[src/rtl/itr_map.vh]
/*
  register map, field positions, reset values and timing counts of the i2c master
  transaction-request block.
  assumes a 25 MHz system clock and a plain strobe register port with 8-bit addresses.
*/
`ifndef ITR_MAP_VH
`define ITR_MAP_VH

`define ITR_ADDR_REQ 8'h8b
`define ITR_ADDR_CFG 8'h80
`define ITR_ADDR_PTR 8'h81
`define ITR_ADDR_BUF01 8'h82
`define ITR_ADDR_BUF23 8'h83
`define ITR_ADDR_STAT 8'h84
`define ITR_ADDR_MASK 8'h85

`define ITR_REQ_RESET 16'h2800
`define ITR_F_PSEL 15
`define ITR_F_LEN_HI 14
`define ITR_F_LEN_LO 13
`define ITR_F_SLOT_HI 12
`define ITR_F_SLOT_LO 11
`define ITR_F_EXT_HI 10
`define ITR_F_EXT_LO 8
`define ITR_F_ADDR_HI 7
`define ITR_F_ADDR_LO 1
`define ITR_F_DIR 0

`define ITR_CFG_ALT 0
`define ITR_CFG_ADDR10 1
`define ITR_CFG_PTRLEN 2

`define ITR_ST_DONE 0
`define ITR_ST_NACK 1
`define ITR_ST_REJECT 2

`define ITR_CLK_HZ 25000000
`define ITR_SCL_HZ 100000
`define ITR_QTR_CYC (`ITR_CLK_HZ / (4 * `ITR_SCL_HZ))

`endif

[src/rtl/itr_qtr_tick.v]
/*
  enable divider giving one-cycle pulses at four times the scl rate.
  assumes a single clock domain.
*/
`timescale 1ns/100ps
`default_nettype none
module itr_qtr_tick #(
  parameter integer DIV = 62
) (
  // clock and reset
  input wire clk,
  input wire reset_n,
  // control
  input wire run,
  output reg tick
);
  reg [15:0] cnt_q;

  always @(posedge clk or negedge reset_n) begin
    if (!reset_n) begin
      cnt_q <= 16'h0000;
      tick <= 1'b0;
    end else if (!run) begin
      cnt_q <= 16'h0000;
      tick <= 1'b0;
    end else if (cnt_q == DIV[15:0] - 16'h0001) begin
      cnt_q <= 16'h0000;
      tick <= 1'b1;
    end else begin
      cnt_q <= cnt_q + 16'h0001;
      tick <= 1'b0;
    end
  end
endmodule
`default_nettype wire

[src/rtl/itr_master.v]
/*
  transaction-request register with its i2c master engine, buffers and interrupt.
  assumes a strobe register port on clk and open-drain scl and sda pins outside.
*/
// Strobed register access and the register offsets were decided locally.
`timescale 1ns/100ps
`default_nettype none
`include "itr_map.vh"
module itr_master #(
  parameter integer QTR_CYC = `ITR_QTR_CYC
) (
  // clock and reset
  input wire clk,
  input wire reset_n,
  // register port
  input wire [7:0] reg_addr,
  input wire [15:0] reg_wdata,
  input wire reg_wr,
  input wire reg_rd,
  output reg [15:0] reg_rdata,
  // interrupt
  output wire irq,
  // i2c pins
  input wire scl_in,
  output wire scl_out,
  output wire scl_oe,
  input wire sda_in,
  output wire sda_out,
  output wire sda_oe
);
  localparam [3:0] S_IDLE = 4'h0, S_START = 4'h1, S_BYTE = 4'h2, S_ACK = 4'h3;
  localparam [3:0] S_RSTART = 4'h4, S_STOP = 4'h5, S_DONE = 4'h6;

  reg [15:0] req_q;
  reg [2:0] cfg_q;
  reg [15:0] ptr_q;
  reg [7:0] buf_q [0:3];
  reg [2:0] stat_q;
  reg [2:0] mask_q;
  reg [3:0] st_q;
  reg [1:0] ph_q;
  reg [2:0] bit_q;
  reg [7:0] sh_q;
  reg [3:0] seq_q;
  reg [2:0] dcnt_q;
  reg [1:0] didx_q;
  reg rd_phase_q;
  reg scl_low_q;
  reg sda_low_q;
  reg sda_m_q;
  reg sda_s_q;
  reg scl_m_q;
  reg scl_s_q;
  reg done_p;
  reg nack_p;
  wire tick;
  wire busy = (st_q != S_IDLE);
  wire wr_req = reg_wr && (reg_addr == `ITR_ADDR_REQ);
  wire accept = wr_req && !busy;
  wire reject = wr_req && busy;
  integer i;

  // byte count of the current request, alt write mode aware
  function [2:0] data_len;
    input [1:0] code;
    input dir_rd;
    input alt;
    begin
      case (code)
        2'b00: data_len = 3'd1;
        2'b01: data_len = 3'd2;
        2'b10: data_len = (alt && !dir_rd) ? 3'd0 : 3'd3;
        default: data_len = 3'd4;
      endcase
    end
  endfunction

  itr_qtr_tick #(.DIV(QTR_CYC)) u_tick (
    .clk(clk),
    .reset_n(reset_n),
    .run(busy),
    .tick(tick)
  );

  // pin synchronisers
  always @(posedge clk or negedge reset_n) begin
    if (!reset_n) begin
      sda_m_q <= 1'b1;
      sda_s_q <= 1'b1;
      scl_m_q <= 1'b1;
      scl_s_q <= 1'b1;
    end else begin
      sda_m_q <= sda_in;
      sda_s_q <= sda_m_q;
      scl_m_q <= scl_in;
      scl_s_q <= scl_m_q;
    end
  end

  // register writes; software clears status by writing one, hardware set wins
  always @(posedge clk or negedge reset_n) begin
    if (!reset_n) begin
      req_q <= `ITR_REQ_RESET;
      cfg_q <= 3'h0;
      ptr_q <= 16'h0000;
      mask_q <= 3'h0;
      stat_q <= 3'h0;
    end else begin
      if (accept)
        req_q <= reg_wdata;
      if (reg_wr && reg_addr == `ITR_ADDR_CFG)
        cfg_q <= reg_wdata[2:0];
      if (reg_wr && reg_addr == `ITR_ADDR_PTR)
        ptr_q <= reg_wdata;
      if (reg_wr && reg_addr == `ITR_ADDR_MASK)
        mask_q <= reg_wdata[2:0];
      stat_q <= (stat_q & ~((reg_wr && reg_addr == `ITR_ADDR_STAT) ? reg_wdata[2:0] : 3'h0))
        | {reject, nack_p, done_p};
    end
  end

  assign irq = |(stat_q & mask_q);

  // read port, data one cycle after the strobe
  always @(posedge clk or negedge reset_n) begin
    if (!reset_n) begin
      reg_rdata <= 16'h0000;
    end else if (reg_rd) begin
      case (reg_addr)
        `ITR_ADDR_REQ: reg_rdata <= req_q;
        `ITR_ADDR_CFG: reg_rdata <= {13'h0000, cfg_q};
        `ITR_ADDR_PTR: reg_rdata <= ptr_q;
        `ITR_ADDR_BUF01: reg_rdata <= {buf_q[0], buf_q[1]};
        `ITR_ADDR_BUF23: reg_rdata <= {buf_q[2], buf_q[3]};
        `ITR_ADDR_STAT: reg_rdata <= {12'h000, busy, stat_q};
        `ITR_ADDR_MASK: reg_rdata <= {13'h0000, mask_q};
        default: reg_rdata <= 16'h0000;
      endcase
    end else begin
      reg_rdata <= 16'h0000;
    end
  end

  // sequence slots: 0 addr(+w), 1 10-bit low addr, 2 ptr0, 3 ptr1, 4 restart addr(+r), 5 data
  wire addr10 = cfg_q[`ITR_CFG_ADDR10];
  wire dir_rd = req_q[`ITR_F_DIR];
  wire [9:0] taddr = {addr10 ? req_q[`ITR_F_EXT_HI:`ITR_F_EXT_LO] : 3'b000,
    req_q[`ITR_F_ADDR_HI:`ITR_F_ADDR_LO]};
  wire [7:0] hdr10 = {5'b11110, taddr[9:8], 1'b0};
  wire two_ptr = cfg_q[`ITR_CFG_PTRLEN];
  wire [7:0] one_ptr = req_q[`ITR_F_PSEL] ? ptr_q[15:8] : ptr_q[7:0];

  // byte to load for the next slot
  function [7:0] slot_byte;
    input [3:0] s;
    input [7:0] dbyte;
    begin
      case (s)
        4'd0: slot_byte = addr10 ? hdr10 : {taddr[6:0], dir_rd && !two_ptr_used(1'b0)};
        4'd1: slot_byte = taddr[7:0];
        4'd2: slot_byte = two_ptr ? ptr_q[7:0] : one_ptr;
        4'd3: slot_byte = ptr_q[15:8];
        4'd4: slot_byte = addr10 ? {hdr10[7:1], 1'b1} : {taddr[6:0], 1'b1};
        default: slot_byte = dbyte;
      endcase
    end
  endfunction

  // pointer phase is always sent: reads are combined format
  function two_ptr_used;
    input dummy;
    begin
      two_ptr_used = 1'b1;
    end
  endfunction

  // next slot after s
  function [3:0] next_slot;
    input [3:0] s;
    begin
      case (s)
        4'd0: next_slot = addr10 ? 4'd1 : 4'd2;
        4'd1: next_slot = 4'd2;
        4'd2: next_slot = two_ptr ? 4'd3 : (dir_rd ? 4'd4 : 4'd5);
        4'd3: next_slot = dir_rd ? 4'd4 : 4'd5;
        default: next_slot = 4'd5;
      endcase
    end
  endfunction

  // bit engine, four quarter phases per scl bit
  always @(posedge clk or negedge reset_n) begin
    if (!reset_n) begin
      st_q <= S_IDLE;
      ph_q <= 2'd0;
      bit_q <= 3'd0;
      sh_q <= 8'h00;
      seq_q <= 4'd0;
      dcnt_q <= 3'd0;
      didx_q <= 2'd0;
      rd_phase_q <= 1'b0;
      scl_low_q <= 1'b0;
      sda_low_q <= 1'b0;
      done_p <= 1'b0;
      nack_p <= 1'b0;
      for (i = 0; i < 4; i = i + 1)
        buf_q[i] <= 8'h00;
    end else begin
      done_p <= 1'b0;
      nack_p <= 1'b0;
      if (reg_wr && reg_addr == `ITR_ADDR_BUF01 && !busy) begin
        buf_q[0] <= reg_wdata[15:8];
        buf_q[1] <= reg_wdata[7:0];
      end
      if (reg_wr && reg_addr == `ITR_ADDR_BUF23 && !busy) begin
        buf_q[2] <= reg_wdata[15:8];
        buf_q[3] <= reg_wdata[7:0];
      end
      case (st_q)
        S_IDLE: begin
          if (accept) begin
            st_q <= S_START;
            ph_q <= 2'd0;
          end
        end
        S_START: if (tick) begin
          ph_q <= ph_q + 2'd1;
          if (ph_q == 2'd0)
            sda_low_q <= 1'b1;
          if (ph_q == 2'd2) begin
            scl_low_q <= 1'b1;
            st_q <= S_BYTE;
            ph_q <= 2'd0;
            bit_q <= 3'd7;
            seq_q <= 4'd0;
            rd_phase_q <= 1'b0;
            dcnt_q <= data_len(req_q[`ITR_F_LEN_HI:`ITR_F_LEN_LO], dir_rd,
              cfg_q[`ITR_CFG_ALT]);
            didx_q <= req_q[`ITR_F_SLOT_HI:`ITR_F_SLOT_LO];
            sh_q <= slot_byte(4'd0, 8'h00);
          end
        end
        S_RSTART: if (tick) begin
          ph_q <= ph_q + 2'd1;
          case (ph_q)
            2'd0: sda_low_q <= 1'b0;
            2'd1: scl_low_q <= 1'b0;
            2'd2: sda_low_q <= 1'b1;
            default: begin
              scl_low_q <= 1'b1;
              st_q <= S_BYTE;
              bit_q <= 3'd7;
            end
          endcase
        end
        S_BYTE: if (tick) begin
          ph_q <= ph_q + 2'd1;
          case (ph_q)
            2'd0: sda_low_q <= rd_phase_q ? 1'b0 : !sh_q[7];
            2'd1: scl_low_q <= 1'b0;
            2'd2: if (scl_s_q) sh_q <= {sh_q[6:0], sda_s_q};
            default: begin
              scl_low_q <= 1'b1;
              bit_q <= bit_q - 3'd1;
              if (bit_q == 3'd0)
                st_q <= S_ACK;
            end
          endcase
          if (ph_q == 2'd2 && !scl_s_q)
            ph_q <= ph_q; // clock stretch by the target
        end
        S_ACK: if (tick) begin
          ph_q <= ph_q + 2'd1;
          case (ph_q)
            2'd0: sda_low_q <= rd_phase_q && (dcnt_q != 3'd1);
            2'd1: scl_low_q <= 1'b0;
            2'd2: begin
              if (!scl_s_q)
                ph_q <= ph_q;
              else if (rd_phase_q) begin
                buf_q[didx_q] <= sh_q;
                didx_q <= didx_q + 2'd1;
                dcnt_q <= dcnt_q - 3'd1;
              end else if (sda_s_q) begin
                nack_p <= 1'b1;
                st_q <= S_STOP;
                ph_q <= 2'd0;
                scl_low_q <= 1'b1;
              end
            end
            default: begin
              scl_low_q <= 1'b1;
              ph_q <= 2'd0;
              bit_q <= 3'd7;
              if (rd_phase_q) begin
                st_q <= (dcnt_q == 3'd0) ? S_STOP : S_BYTE;
              end else if (seq_q == 4'd5) begin
                dcnt_q <= dcnt_q - 3'd1;
                didx_q <= didx_q + 2'd1;
                sh_q <= buf_q[didx_q + 2'd1];
                st_q <= (dcnt_q == 3'd1) ? S_STOP : S_BYTE;
              end else if (seq_q == 4'd4) begin
                rd_phase_q <= 1'b1;
                st_q <= (dcnt_q == 3'd0) ? S_STOP : S_BYTE;
              end else begin
                seq_q <= next_slot(seq_q);
                sh_q <= slot_byte(next_slot(seq_q), buf_q[didx_q]);
                if (next_slot(seq_q) == 4'd4)
                  st_q <= S_RSTART;
                else if (next_slot(seq_q) == 4'd5 && dcnt_q == 3'd0)
                  st_q <= S_STOP;
                else
                  st_q <= S_BYTE;
              end
            end
          endcase
        end
        S_STOP: if (tick) begin
          ph_q <= ph_q + 2'd1;
          case (ph_q)
            2'd0: sda_low_q <= 1'b1;
            2'd1: scl_low_q <= 1'b0;
            2'd2: sda_low_q <= 1'b0;
            default: st_q <= S_DONE;
          endcase
        end
        S_DONE: begin
          done_p <= 1'b1;
          st_q <= S_IDLE;
        end
        default: st_q <= S_IDLE;
      endcase
    end
  end

  // open drain: only ever pull low
  assign scl_out = 1'b0;
  assign scl_oe = scl_low_q;
  assign sda_out = 1'b0;
  assign sda_oe = sda_low_q;
endmodule
`default_nettype wire

[config.mk]
export PLATFORM = sky130hd
export DESIGN_NAME = itr_master
export DESIGN_NICKNAME = d
export VERILOG_FILES = /design/src/rtl/itr_qtr_tick.v /design/src/rtl/itr_master.v
export VERILOG_INCLUDE_DIRS = /design/src /design/src/rtl
export SDC_FILE = /design/constraint.sdc
export NUM_CORES = 1
export LEC_CHECK = 0
export BUFFER_PORTS_ARGS = -buffer_cell sky130_fd_sc_hd__buf_2
export CORE_MARGIN = 2
export CORE_UTILIZATION = 30
export CTS_CLUSTER_DIAMETER = 30
export DETAILED_ROUTE_END_ITERATION = 10
export GPL_TIMING_DRIVEN = 0
export REMOVE_ABC_BUFFERS = 1
export SYNTH_ARGS = -nofsm -noshare
export SYNTH_HDL_FRONTEND = slang
export SYNTH_HIERARCHICAL = 1
export SYNTH_SLANG_ARGS = --single-unit
[constraint.sdc]
create_clock -name clk -period 2.56 [get_ports clk]
set_clock_uncertainty 0.1 [all_clocks]
set_input_delay 0.64 -clock clk [delete_from_list [all_inputs] [get_ports clk]]
set_output_delay 0.64 -clock clk [all_outputs]
set_load 0.01 [all_outputs]
### Yosys cells after proc, flatten, opt, wreduce, memory -nomap -nowiden

Index checks and enable logic that the tools add are counted.

| storage, ports and cells | value |
|---|---|
| output and inout bits | 21 |
| ROM bits | 0 |
| flip-flop bits (word level) | 141 |
| bits in latches | 0 |
| input bits | 30 |
| memory bits (writable) | 0 |
| logic and storage cells | 321 |
| memories kept | 0 |

| cells by class | value |
|---|---|
| muxes and demuxes | 161 |
| shift operators | 0 |
| bitwise gates (word level) | 6 |
| equality and inequality tests | 68 |
| add/subtract/negate cells | 5 |
| reductions and logical operators | 50 |
| divide/modulo/power cells | 0 |
| $mul | 0 |
| order comparisons | 3 |

Operators by type and width:

| operator | number |
|---|---|
| $mux 32 | 5 |
| $mux 8 | 19 |
| $mux 4 | 30 |
| $pmux 16 s7 | 1 |
| $mux 16 | 5 |
| $mux 3 | 22 |
| $eq 8x8->1 const B | 7 |
| $ne 2x2->1 const B | 20 |
| $pmux 8 s5 | 1 |
| $mux 2 | 19 |
| $mux 1 | 35 |
| $bmux 8 s2 | 2 |
| $bwmux 32 | 1 |
| $eq 4x3->1 const B | 7 |
| $ne 3x3->1 const B | 9 |
| $eq 4x2->1 const B | 6 |
| $pmux 4 s6 | 1 |
| $pmux 8 s3 | 1 |
| $ne 2x1->1 const B | 9 |
| $pmux 3 s3 | 2 |
| $add 16x1->16 const B | 1 |
| $demux 8 s2 | 1 |
| $eq 16x6->1 const B | 1 |
| $logic_and 1x1->1 | 16 |
| other kinds (40) | 72 |

### Depth between registers and ports, before layout

Gate-level depths: netlist (run 1).

| depth | value |
|---|---|
| depth after elaboration | 27 |
| mapped depth | 10 |
| gate-level depth less buffers | 8 |

### Cells and area by module

The synthesis (run 1) kept the hierarchy.

By module, submodules not included:

| module | cells each | area an instance (µm²) | seq. area each (µm²) | times used |
|---|---|---|---|---|
| itr_master | 725 | 7379.6 | 3060.4 | 1 |
| itr_qtr_tick | 83 | 838.3 | 425.4 | 1 |

### Least setup slack after synthesis (run 1)

Ideal clock, no wire load.

| timing | value |
|---|---|
| path type | register to register |
| start point | register didx_q[0] |
| end point | register sh_q[7] |
| slack | -0.111 ns |
| setup time | 0.127 ns |
| arrival | 2.444 ns |
| required time | 2.333 ns |
| clock period less this slack | 2.671 ns |
| stages on the path, launching flop included | 11 |
| path buffers | 3 |
| cells stage by stage | dfrtp_1 buf_2 buf_2 inv_1 ha_1 clkbuf_1 mux4_2 nand3_1 a21oi_1 mux2i_1 o31ai_1 |

| on the way | value |
|---|---|
| longest elaborated chain between the ends | 11 |
| elaborated cells between the ends (all ways) | 16 |
| classes of those cells | 1 x add/sub; 13 x mux; 2 x bitwise |

RTL lines:

| item | RTL line | RTL |
|---|---|---|
| start, declared | itr_master.v:46 | `reg [1:0] didx_q;` |
| start signal, assigned | itr_master.v:239 | `` didx_q <= req_q[`ITR_F_SLOT_HI:`ITR_F_SLOT_LO]; `` |
| start signal, assigned | itr_master.v:282 | `didx_q <= didx_q + 2'd1;` |
| start signal, assigned | itr_master.v:299 | `didx_q <= didx_q + 2'd1;` |
| $not 2->3 (not written as such) | itr_master.v:307 | `sh_q <= slot_byte(next_slot(seq_q), buf_q[didx_q]);` |
| $bmux 8 s2 | itr_master.v:307 |  |
| $mux 8 (not written as such) (2 in a row) | itr_master.v:307 |  |
| $pmux 8 s5 | itr_master.v:158 | `case (s)` |
| $mux 8 | itr_master.v:302 | `end else if (seq_q == 4'd4) begin` |
| $mux 8 (*) | itr_master.v:297 | `end else if (seq_q == 4'd5) begin` |
| $mux 8 (*) | itr_master.v:295 | `if (rd_phase_q) begin` |
| $mux 8 (*) | itr_master.v:274 | `case (ph_q)` |
| $mux 8 (*) | itr_master.v:272 | `S_ACK: if (tick) begin` |
| $pmux 8 s3 (*) | itr_master.v:219 | `case (st_q)` |
| end signal, assigned | itr_master.v:240 | `sh_q <= slot_byte(4'd0, 8'h00);` |
| end signal, assigned | itr_master.v:300 | `sh_q <= buf_q[didx_q + 2'd1];` |
| end signal, assigned | itr_master.v:307 |  |
| end, declared | itr_master.v:43 | `reg [7:0] sh_q;` |

Every way passes the cells marked *; elsewhere a longest branch is shown, timed or not. The select of a mux whose other input is x is not followed.
A chain may end at the register's enable or synchronous reset.

### Final worst setup path (run 1)

| timing | value |
|---|---|
| start point | register st_q[0] |
| end point | register sh_q[6] |

| on the way | value |
|---|---|
| longest elaborated chain between the ends | 3 |
| elaborated cells between the ends (all ways) | 15 |
| classes of those cells | 12 x eq/ne; 1 x mux; 2 x reduce/logical |

RTL lines:

| item | RTL line | RTL |
|---|---|---|
| start, declared | itr_master.v:40 | `reg [3:0] st_q;` |
| start signal, assigned | itr_master.v:296 | `st_q <= (dcnt_q == 3'd0) ? S_STOP : S_BYTE;` |
| start signal, assigned | itr_master.v:301 | `st_q <= (dcnt_q == 3'd1) ? S_STOP : S_BYTE;` |
| start signal, assigned | itr_master.v:304 | `st_q <= (dcnt_q == 3'd0) ? S_STOP : S_BYTE;` |
| $eq 4x2->1 or $eq 4x1->1 (tied branches) | itr_master.v:219 |  |
| $ne 3x3->1 (no source line) (tied with other cells) | -- |  |
| $reduce_and 10->1 (no source line) | -- |  |
| end signal, assigned | itr_master.v:240 |  |
| end signal, assigned | itr_master.v:261 | `2'd2: if (scl_s_q) sh_q <= {sh_q[6:0], sda_s_q};` |
| end signal, assigned | itr_master.v:300 |  |

Parallel ways exist; a longest one is shown, timed or not.

==> results of run 1 <==
metal layers:
metal,share of wire,GRT usage,vias up
met3,0.071,0.03451,39
met2,0.44,0.2419,256
met5,0,0,-
li1,-,-,3056
met4,0.022,0.06392,0
met1,0.46,0.2451,3337
kinds of logic after synthesis:
logic type,after synthesis,synth area share
flops,139,0.4242
buf+inv,76,0.04065
other cells,1,0.0004563
compound gates,201,0.1625
xor+xnor,15,0.01599
mux,109,0.1690
simple gates,250,0.1614
fa+ha+maj,17,0.02588
path summary, 6_finish.rpt:
check,endpoint,slack [ps],cells after the start
min reg2reg,sda_s_q$_DFF_PN1_,260,0
max reg2reg,sh_q[6]$_DFFE_PN0P_,80,5
max,sh_q[6]$_DFFE_PN0P_,80,5
max in group asynchronous,sda_s_q$_DFF_PN1_,1400,2
min,reg_rdata[13]$_DFF_PN0_,110,1
min in group clk,sda_m_q$_DFF_PN1_,200,1
worst reg2reg max path: cells and delay by family (launching register included):
kind / cells / cell delay (ps)
DFF: 1 / 670
and+or+nand+nor: 1 / 650
buffers and inverters: 1 / 410
AOI/OAI and AO/OA: 3 / 520
placed cells by master, fill, tap and decap left out, types with 11 or more instances in the layout:
master and instances:
sky130_fd_sc_hd__nand3_1 15, sky130_fd_sc_hd__mux2_2 45, sky130_fd_sc_hd__a22o_1 12, sky130_fd_sc_hd__o21ai_0 23, sky130_fd_sc_hd__a21oi_1 68, sky130_fd_sc_hd__mux2i_1 42, sky130_fd_sc_hd__clkbuf_16 17, sky130_fd_sc_hd__ha_1 15
sky130_fd_sc_hd__buf_2 47, sky130_fd_sc_hd__mux4_2 19, sky130_fd_sc_hd__nor2_1 89, sky130_fd_sc_hd__inv_1 23, sky130_fd_sc_hd__a31oi_1 11, sky130_fd_sc_hd__nand2_1 48, sky130_fd_sc_hd__dfrtp_1 127, sky130_fd_sc_hd__nor3_1 11
sky130_fd_sc_hd__a22oi_1 24, sky130_fd_sc_hd__xnor2_1 11
Yosys cell counts, drive strengths merged (9+ instances only):
| cell | instances |
|---|---|
| ha | 17 |
| nand3 | 16 |
| nor2 | 92 |
| mux2 | 48 |
| nand4 | 11 |
| nand2b | 9 |
| inv | 25 |
| nor3 | 14 |
| mux4 | 19 |
| a22oi | 24 |
| buf | 23 |
| a21oi | 69 |
| clkbuf | 28 |
| nand2 | 52 |
| dfrtp | 133 |
| o21ai | 25 |
| a31oi | 12 |
| mux2i | 42 |
| xnor2 | 11 |
| a22o | 12 |
| nor2b | 10 |
registers in the layout, indices dropped and copies added (netlist names), 2 cells and up:
signal and cells:
bit_q 3, buf_q 32, cfg_q 3, dcnt_q 3, didx_q 2, mask_q 3, ph_q 2, ptr_q 16
reg_rdata 16, req_q 16, seq_q 3, sh_q 8, st_q 3, stat_q 3, u_tick/cnt_q 16
power by group through the flow:
stage | Combinational, mW | Sequential, mW | Clock (mW)
floorplan | 0.639 | 2.51 | 0
finish | 0.981 | 2.54 | 2.39
detailed placement | 0.948 | 2.57 | 0
global route | 1.09 | 2.56 | 2.53
global placement | 0.920 | 2.56 | 0
CTS | 0.967 | 2.53 | 2.44
layout make-up:
| type | instances | area share |
|---|---|---|
| multi-input combinational | 595 | 0.4824 |
| sequential | 139 | 0.3656 |
| clock buffer | 19 | 0.04632 |
| tap | 341 | 0.04462 |
| timing repair buffer | 59 | 0.03860 |
| clock inverter | 13 | 0.01243 |
| inverter | 25 | 0.009813 |
| antenna | 1 | 0.0002617 |
per-stage QoR:
step | hold WS (ps) | setup slack, ps
after global routing | 152.6 | -3.522
after floorplan | 244.4 | -965.2
after global placement | 248.3 | -3102
final | 109.4 | 82.61
after detailed placement | 249.0 | -1428
after CTS | 116.8 | 24.55
repair_timing:
action | CTS | global route
endpoints found under the setup margin | 96 | 46
gates cloned | 0 | 1
pin swaps | 3 | 2
resized for setup | 23 | 14
buffers inserted | 6 | 3
hold endpoints to repair | 0 | 0
==> impl_metrics.yaml, run 1 <==
routing:
  vias: 6688
  detailedRoute.firstPassIterationCount: 5
  viasPerCell: 5.611
  drt_iter0_drc: 621
  route.detailed.drc: 0
  finalWirelength_um: 23680
  post_drt_wl_per_cell_um: 19.86
  ant_nets: 0
synthesis:
  synthTopCellsByArea: "sky130_fd_sc_hd__dfrtp_1 40%, sky130_fd_sc_hd__mux2_2 6.2%, sky130_fd_sc_hd__mux4_2 5.2%"
  post-synth-top-area-cell: "sky130_fd_sc_hd__dfrtp_1"
  synth_edf_count: 0
  yosys_warns: 6
  synthDominantCellAreaShare: 0.4050
  synth_seq_area_share: 0.4242
  async_reset_ff_frac: 1.000
  synth.avg_cell_area_um2: 10.17
  synth_cells: 808
  ys_types: 79
  mappedNetlistArea_um2: 8218
  synth-seq-cells: 139
  ys_dominant_reg_cell: "sky130_fd_sc_hd__dfrtp_1"
floorplan:
  floorplan.die_area_um2: 28730
  die_width_um: 169.5
  ioPinCount: 51
  rows: 60
  design.core.area_um2: 26950
  fp.dieH_um: 169.5
  initial_utilization: 0.3049
global_routing:
  antenna_found_initial: 1
  global_route.usage.total: 0.1675
  pin_count_of_the_biggest_net_entering_global_routing: 78
  grt_first_pass_wirelength_um: 37110
  global_route.overflow_total: 0
  grt_pass1_vias: 6357
critical_path:
  required_ps: 2760
  worst_setup_path_end_kind: "flip-flop"
  critical_path.top_delay_family: "flip-flops"
  critical_path.startpoint_type: "flip-flop"
  crit_start: "st_q[0]$_DFFE_PN0P_"
  worstPathBufferInverterCount: 1
  setup.worst_path.class: "flip-flop to flip-flop"
  worstReg2RegStart: "st_q[0]$_DFFE_PN0P_"
  cpPeakStageDelay_ps: 670
  critical_path.cell_chain: "inv_1 -> nor2_2 -> a21oi_4 -> o21ai_0 -> o22ai_1"
  crit_arrival_ps: 2680
  slowest_stage_cell_on_the_critical_path: "sky130_fd_sc_hd__dfrtp_2"
  crit_path_max_fanout: 23
clock_network:
  cts_tree: "yes"
  cts_inserted_buffers: 17
  clock_path_buffers: 2
  cts.sinks: 139
  clk_pin_slew_ps: 60
  ctsRootBufferMaster: "sky130_fd_sc_hd__clkbuf_16"
  clk_latency_ps: 430
  cts_hold_repair.buffers: 0
  cts-htree-levels: 4
layout:
  final_layout_size_suffix_gt1_frac: 0.2400
  finish.instance_area_um2: 9563
  filler_cells_inserted: 2681
  layoutNonFillerInstCount: 1192
  area_growth_pct: 16.37
  multi_input_area_um2: 4613
  design.final.nets: 884
  fin_util: 0.3548
  final-seq-area_um2: 3496
power:
  leakagePower_nw: 4.138
  internal_power_mw: 4.066
  seq_power_share: 0.430
  p_clk_frac: 0.404
  swShare: 0.3119
  ir_worst_vdd_mv: 0.3654
  power.net_switching_mw: 1.843
  comb_power_share: 0.166
  power_density_nw_per_um2: 617.9
  power_mw: 5.909
placement:
  gp_congestion: 0.8548
  portBuffers: 48
  detailed_place_hpwl_um: 15790
  placement.cell_area_um2: 8737
  placed_cells_incl_taps: 1149
timing:
  final_report_hold_violation_count: 0
  slew_headroom: 0.4398
  setup_viol_count_final: 0
  worstMarginPinSlew_ps: 840.2
  layout_worst_path_cycle_share: 0.9677
  setup-tns-final_ps: 0
  setup_repair_after_global_routing_missed_its_margin: "yes"
  final_max_slew_viol_count: 0
  min_period_ps: 2477
  highest_achievable_clock_rate_mhz: 403.7
hold_path:
  worst_hold_path_type: "input pin to asynchronous set/reset pin"
flow_run:
  max_cap_viols: 0
status:
  result_of_the_run: "complete, no violations"
No activity file was read; power rests on OpenSTA's default activity.
==> run 2: changes to the inputs <==
- GPL_TIMING_DRIVEN: 0 -> not set
==> impl_metrics.yaml, run 2 (synthesis gave the netlist of run 1 again) <==
layout:
  final-seq-area_um2: 3486
  num_antenna_cells: 0
  multi_input_area_um2: 4410
  filler_cells_inserted: 2651
  design.final.nets: 926
  area_growth_pct: 18.39
  layout.cells.most_common: "sky130_fd_sc_hd__dfrtp_1"
  reg_with_most_ffs: "buf_q"
  most-common-layout-cells: "133 x sky130_fd_sc_hd__dfrtp_1, 90 x sky130_fd_sc_hd__nor2_1, 69 x sky130_fd_sc_hd__a21oi_1, 52 x sky130_fd_sc_hd__nand2_1, 49 x sky130_fd_sc_hd__buf_4"
  final_layout_size_suffix_gt1_frac: 0.2534
  flip_flop_count_of_the_largest_register_all_copies_and_words_added: 32
clock_network:
  ctsRootBufferMaster: "sky130_fd_sc_hd__clkbuf_16"
  cts_inserted_buffers: 17
  clk_pin_slew_ps: 60
  cts_hold_repair.buffers: 0
  cts.sinks: 139
  cts-htree-levels: 4
  clk_latency_ps: 430
  clock_path_buffers: 2
  cts_tree: "yes"
timing:
  fin_hold_ws_ps: -4.536
  setup-tns-final_ps: 0
  worstMarginPinSlew_ps: 613.6
  highest_achievable_clock_rate_mhz: 431.6
  final_report_hold_violation_count: 8
  min_period_ps: 2317
  slew_headroom: 0.5887
  layout_worst_path_cycle_share: 0.9050
  setup_repair_after_global_routing_missed_its_margin: "no"
  setup_viol_count_final: 0
  final_max_slew_viol_count: 0
floorplan:
  design.core.area_um2: 26950
  rows: 60
  fp.dieH_um: 169.5
  floorplan.die_area_um2: 28730
  ioPinCount: 51
  die_width_um: 169.5
  initial_utilization: 0.3049
critical_path:
  worst_setup_path_end_kind: "flip-flop"
  worstPathBufferInverterCount: 2
  required_ps: 2800
  crit_arrival_ps: 2560
  critical_path.startpoint_type: "flip-flop"
  worst_r2r_path_depth: 7
  crit_path_max_fanout: 8
  worstSetupPathDepth: 7
  slowest_stage_cell_on_the_critical_path: "sky130_fd_sc_hd__or4_1"
  critical_path.top_delay_family: "compound AO/OA/AOI/OAI gates"
  critical_path.cell_chain: "inv_1 -> ha_1 -> buf_4 -> a2111oi_0 -> o22ai_1 -> or4_1 -> o211ai_1"
  cpPeakStageDelay_ps: 480
  setup.worst_path.class: "flip-flop to flip-flop"
routing:
  ant_nets: 0
  post_drt_wl_per_cell_um: 19.72
  drt_iter0_drc: 530
  viasPerCell: 5.519
  finalWirelength_um: 24320
  detailedRoute.firstPassIterationCount: 5
  route.detailed.drc: 0
  vias: 6805
placement:
  gp_congestion: 0.9052
  detailed_place_hpwl_um: 17200
  portBuffers: 48
status:
  violations_in_the_final_reports: "hold timing"
  result_of_the_run: "complete, but fails checks"
global_routing:
  global_route.usage.total: 0.1737
  grt_pass1_vias: 6741
  global_route.overflow_total: 0
  antenna_found_initial: 0
  grt_first_pass_wirelength_um: 38700
  pin_count_of_the_biggest_net_entering_global_routing: 65
power:
  power_density_nw_per_um2: 627.5
  ir_worst_vdd_mv: 0.4024
  leakagePower_nw: 4.305
flow_run:
  max_cap_viols: 0
hold_path:
  worst_hold_path_type: "input pin to asynchronous set/reset pin"
run 2: cell types whose count changed in the layout (fill, tap and decap cells not counted), sizes merged:
| cell | previous run | this run |
|---|---|---|
| clkinv | 6 | 5 |
| a21oi | 70 | 69 |
| clkinvlp | 4 | 1 |
| clkbuf | 19 | 18 |
| bufinv | 1 | 2 |
| buf | 59 | 102 |
| diode | 1 | 0 |
| inv | 27 | 31 |
run 2: final cells by class:
class	instances	area share
multi-input combinational	594	0.4533
sequential	139	0.3583
timing repair buffer	102	0.07343
clock buffer	18	0.04514
tap	341	0.04385
clock inverter	14	0.01633
inverter	25	0.009645
run 2: worst register-to-register path, delay by kind of cell, from the launching register on:
kind,cells,cell delay (ps)
AO/OA/AOI/OAI,3,650
adder cells (fa/ha/maj),1,270
buffers and inverters,2,320
flip-flops,1,420
AND/OR/NAND/NOR,1,480
run 2: metrics by stage:
| stage | area [µm²] | setup slack [ps] | utilization | power [mW] | cells |
|---|---|---|---|---|---|
| floorplan | 7981 | -965.2 | - | 3.149 | 758 |
| global placement | 9101 | 178.4 | 0.3377 | 3.589 | 1197 |
| detailed placement | 9101 | 104.0 | 0.3377 | 3.612 | 1197 |
| CTS | 9699 | 106.7 | 0.3599 | 6.144 | 1229 |
| global route | 9729 | 10.06 | 0.3610 | 6.403 | 1233 |
| finish | 9729 | 243.3 | 0.3610 | 6.105 | 1233 |
run 2: path summary, 6_finish.rpt:
check                                    start               endpoint  slack [ps]
setup / recovery           ph_q[0]$_DFFE_PN0P_    st_q[1]$_DFFE_PN0P_         240
hold / removal                         reset_n  didx_q[1]$_DFFE_PN0P_          -5
setup reg to reg           ph_q[0]$_DFFE_PN0P_    st_q[1]$_DFFE_PN0P_         240
hold reg to reg              sda_m_q$_DFF_PN1_      sda_s_q$_DFF_PN1_         270
max in group asynchronous              reset_n  req_q[11]$_DFFE_PN1P_        1690
min in group clk                        scl_in      scl_m_q$_DFF_PN1_         210
run 2: per-layer routing:
metal,share of wire,global-route usage,wire [µm]
met2,0.47,0.2770,11350
met1,0.46,0.2418,11210
met4,0.015,0.04719,367
met3,0.057,0.03312,1393
met5,0,0,0
run 2: power breakdown:
group,internal [mW],total [mW],switching [mW]
clock,1.48,2.53,1.05
sequential,2.32,2.48,0.158
combinational,0.434,1.10,0.661
run 2: repair_timing:
| action | 4_1_cts | 5_1_grt |
|---|---|---|
| gates resized for setup | 0 | 0 |
| hold endpoints to repair | 0 | 0 |
| setup buffers | 0 | 4 |
| setup endpoints to repair | 0 | 2 |
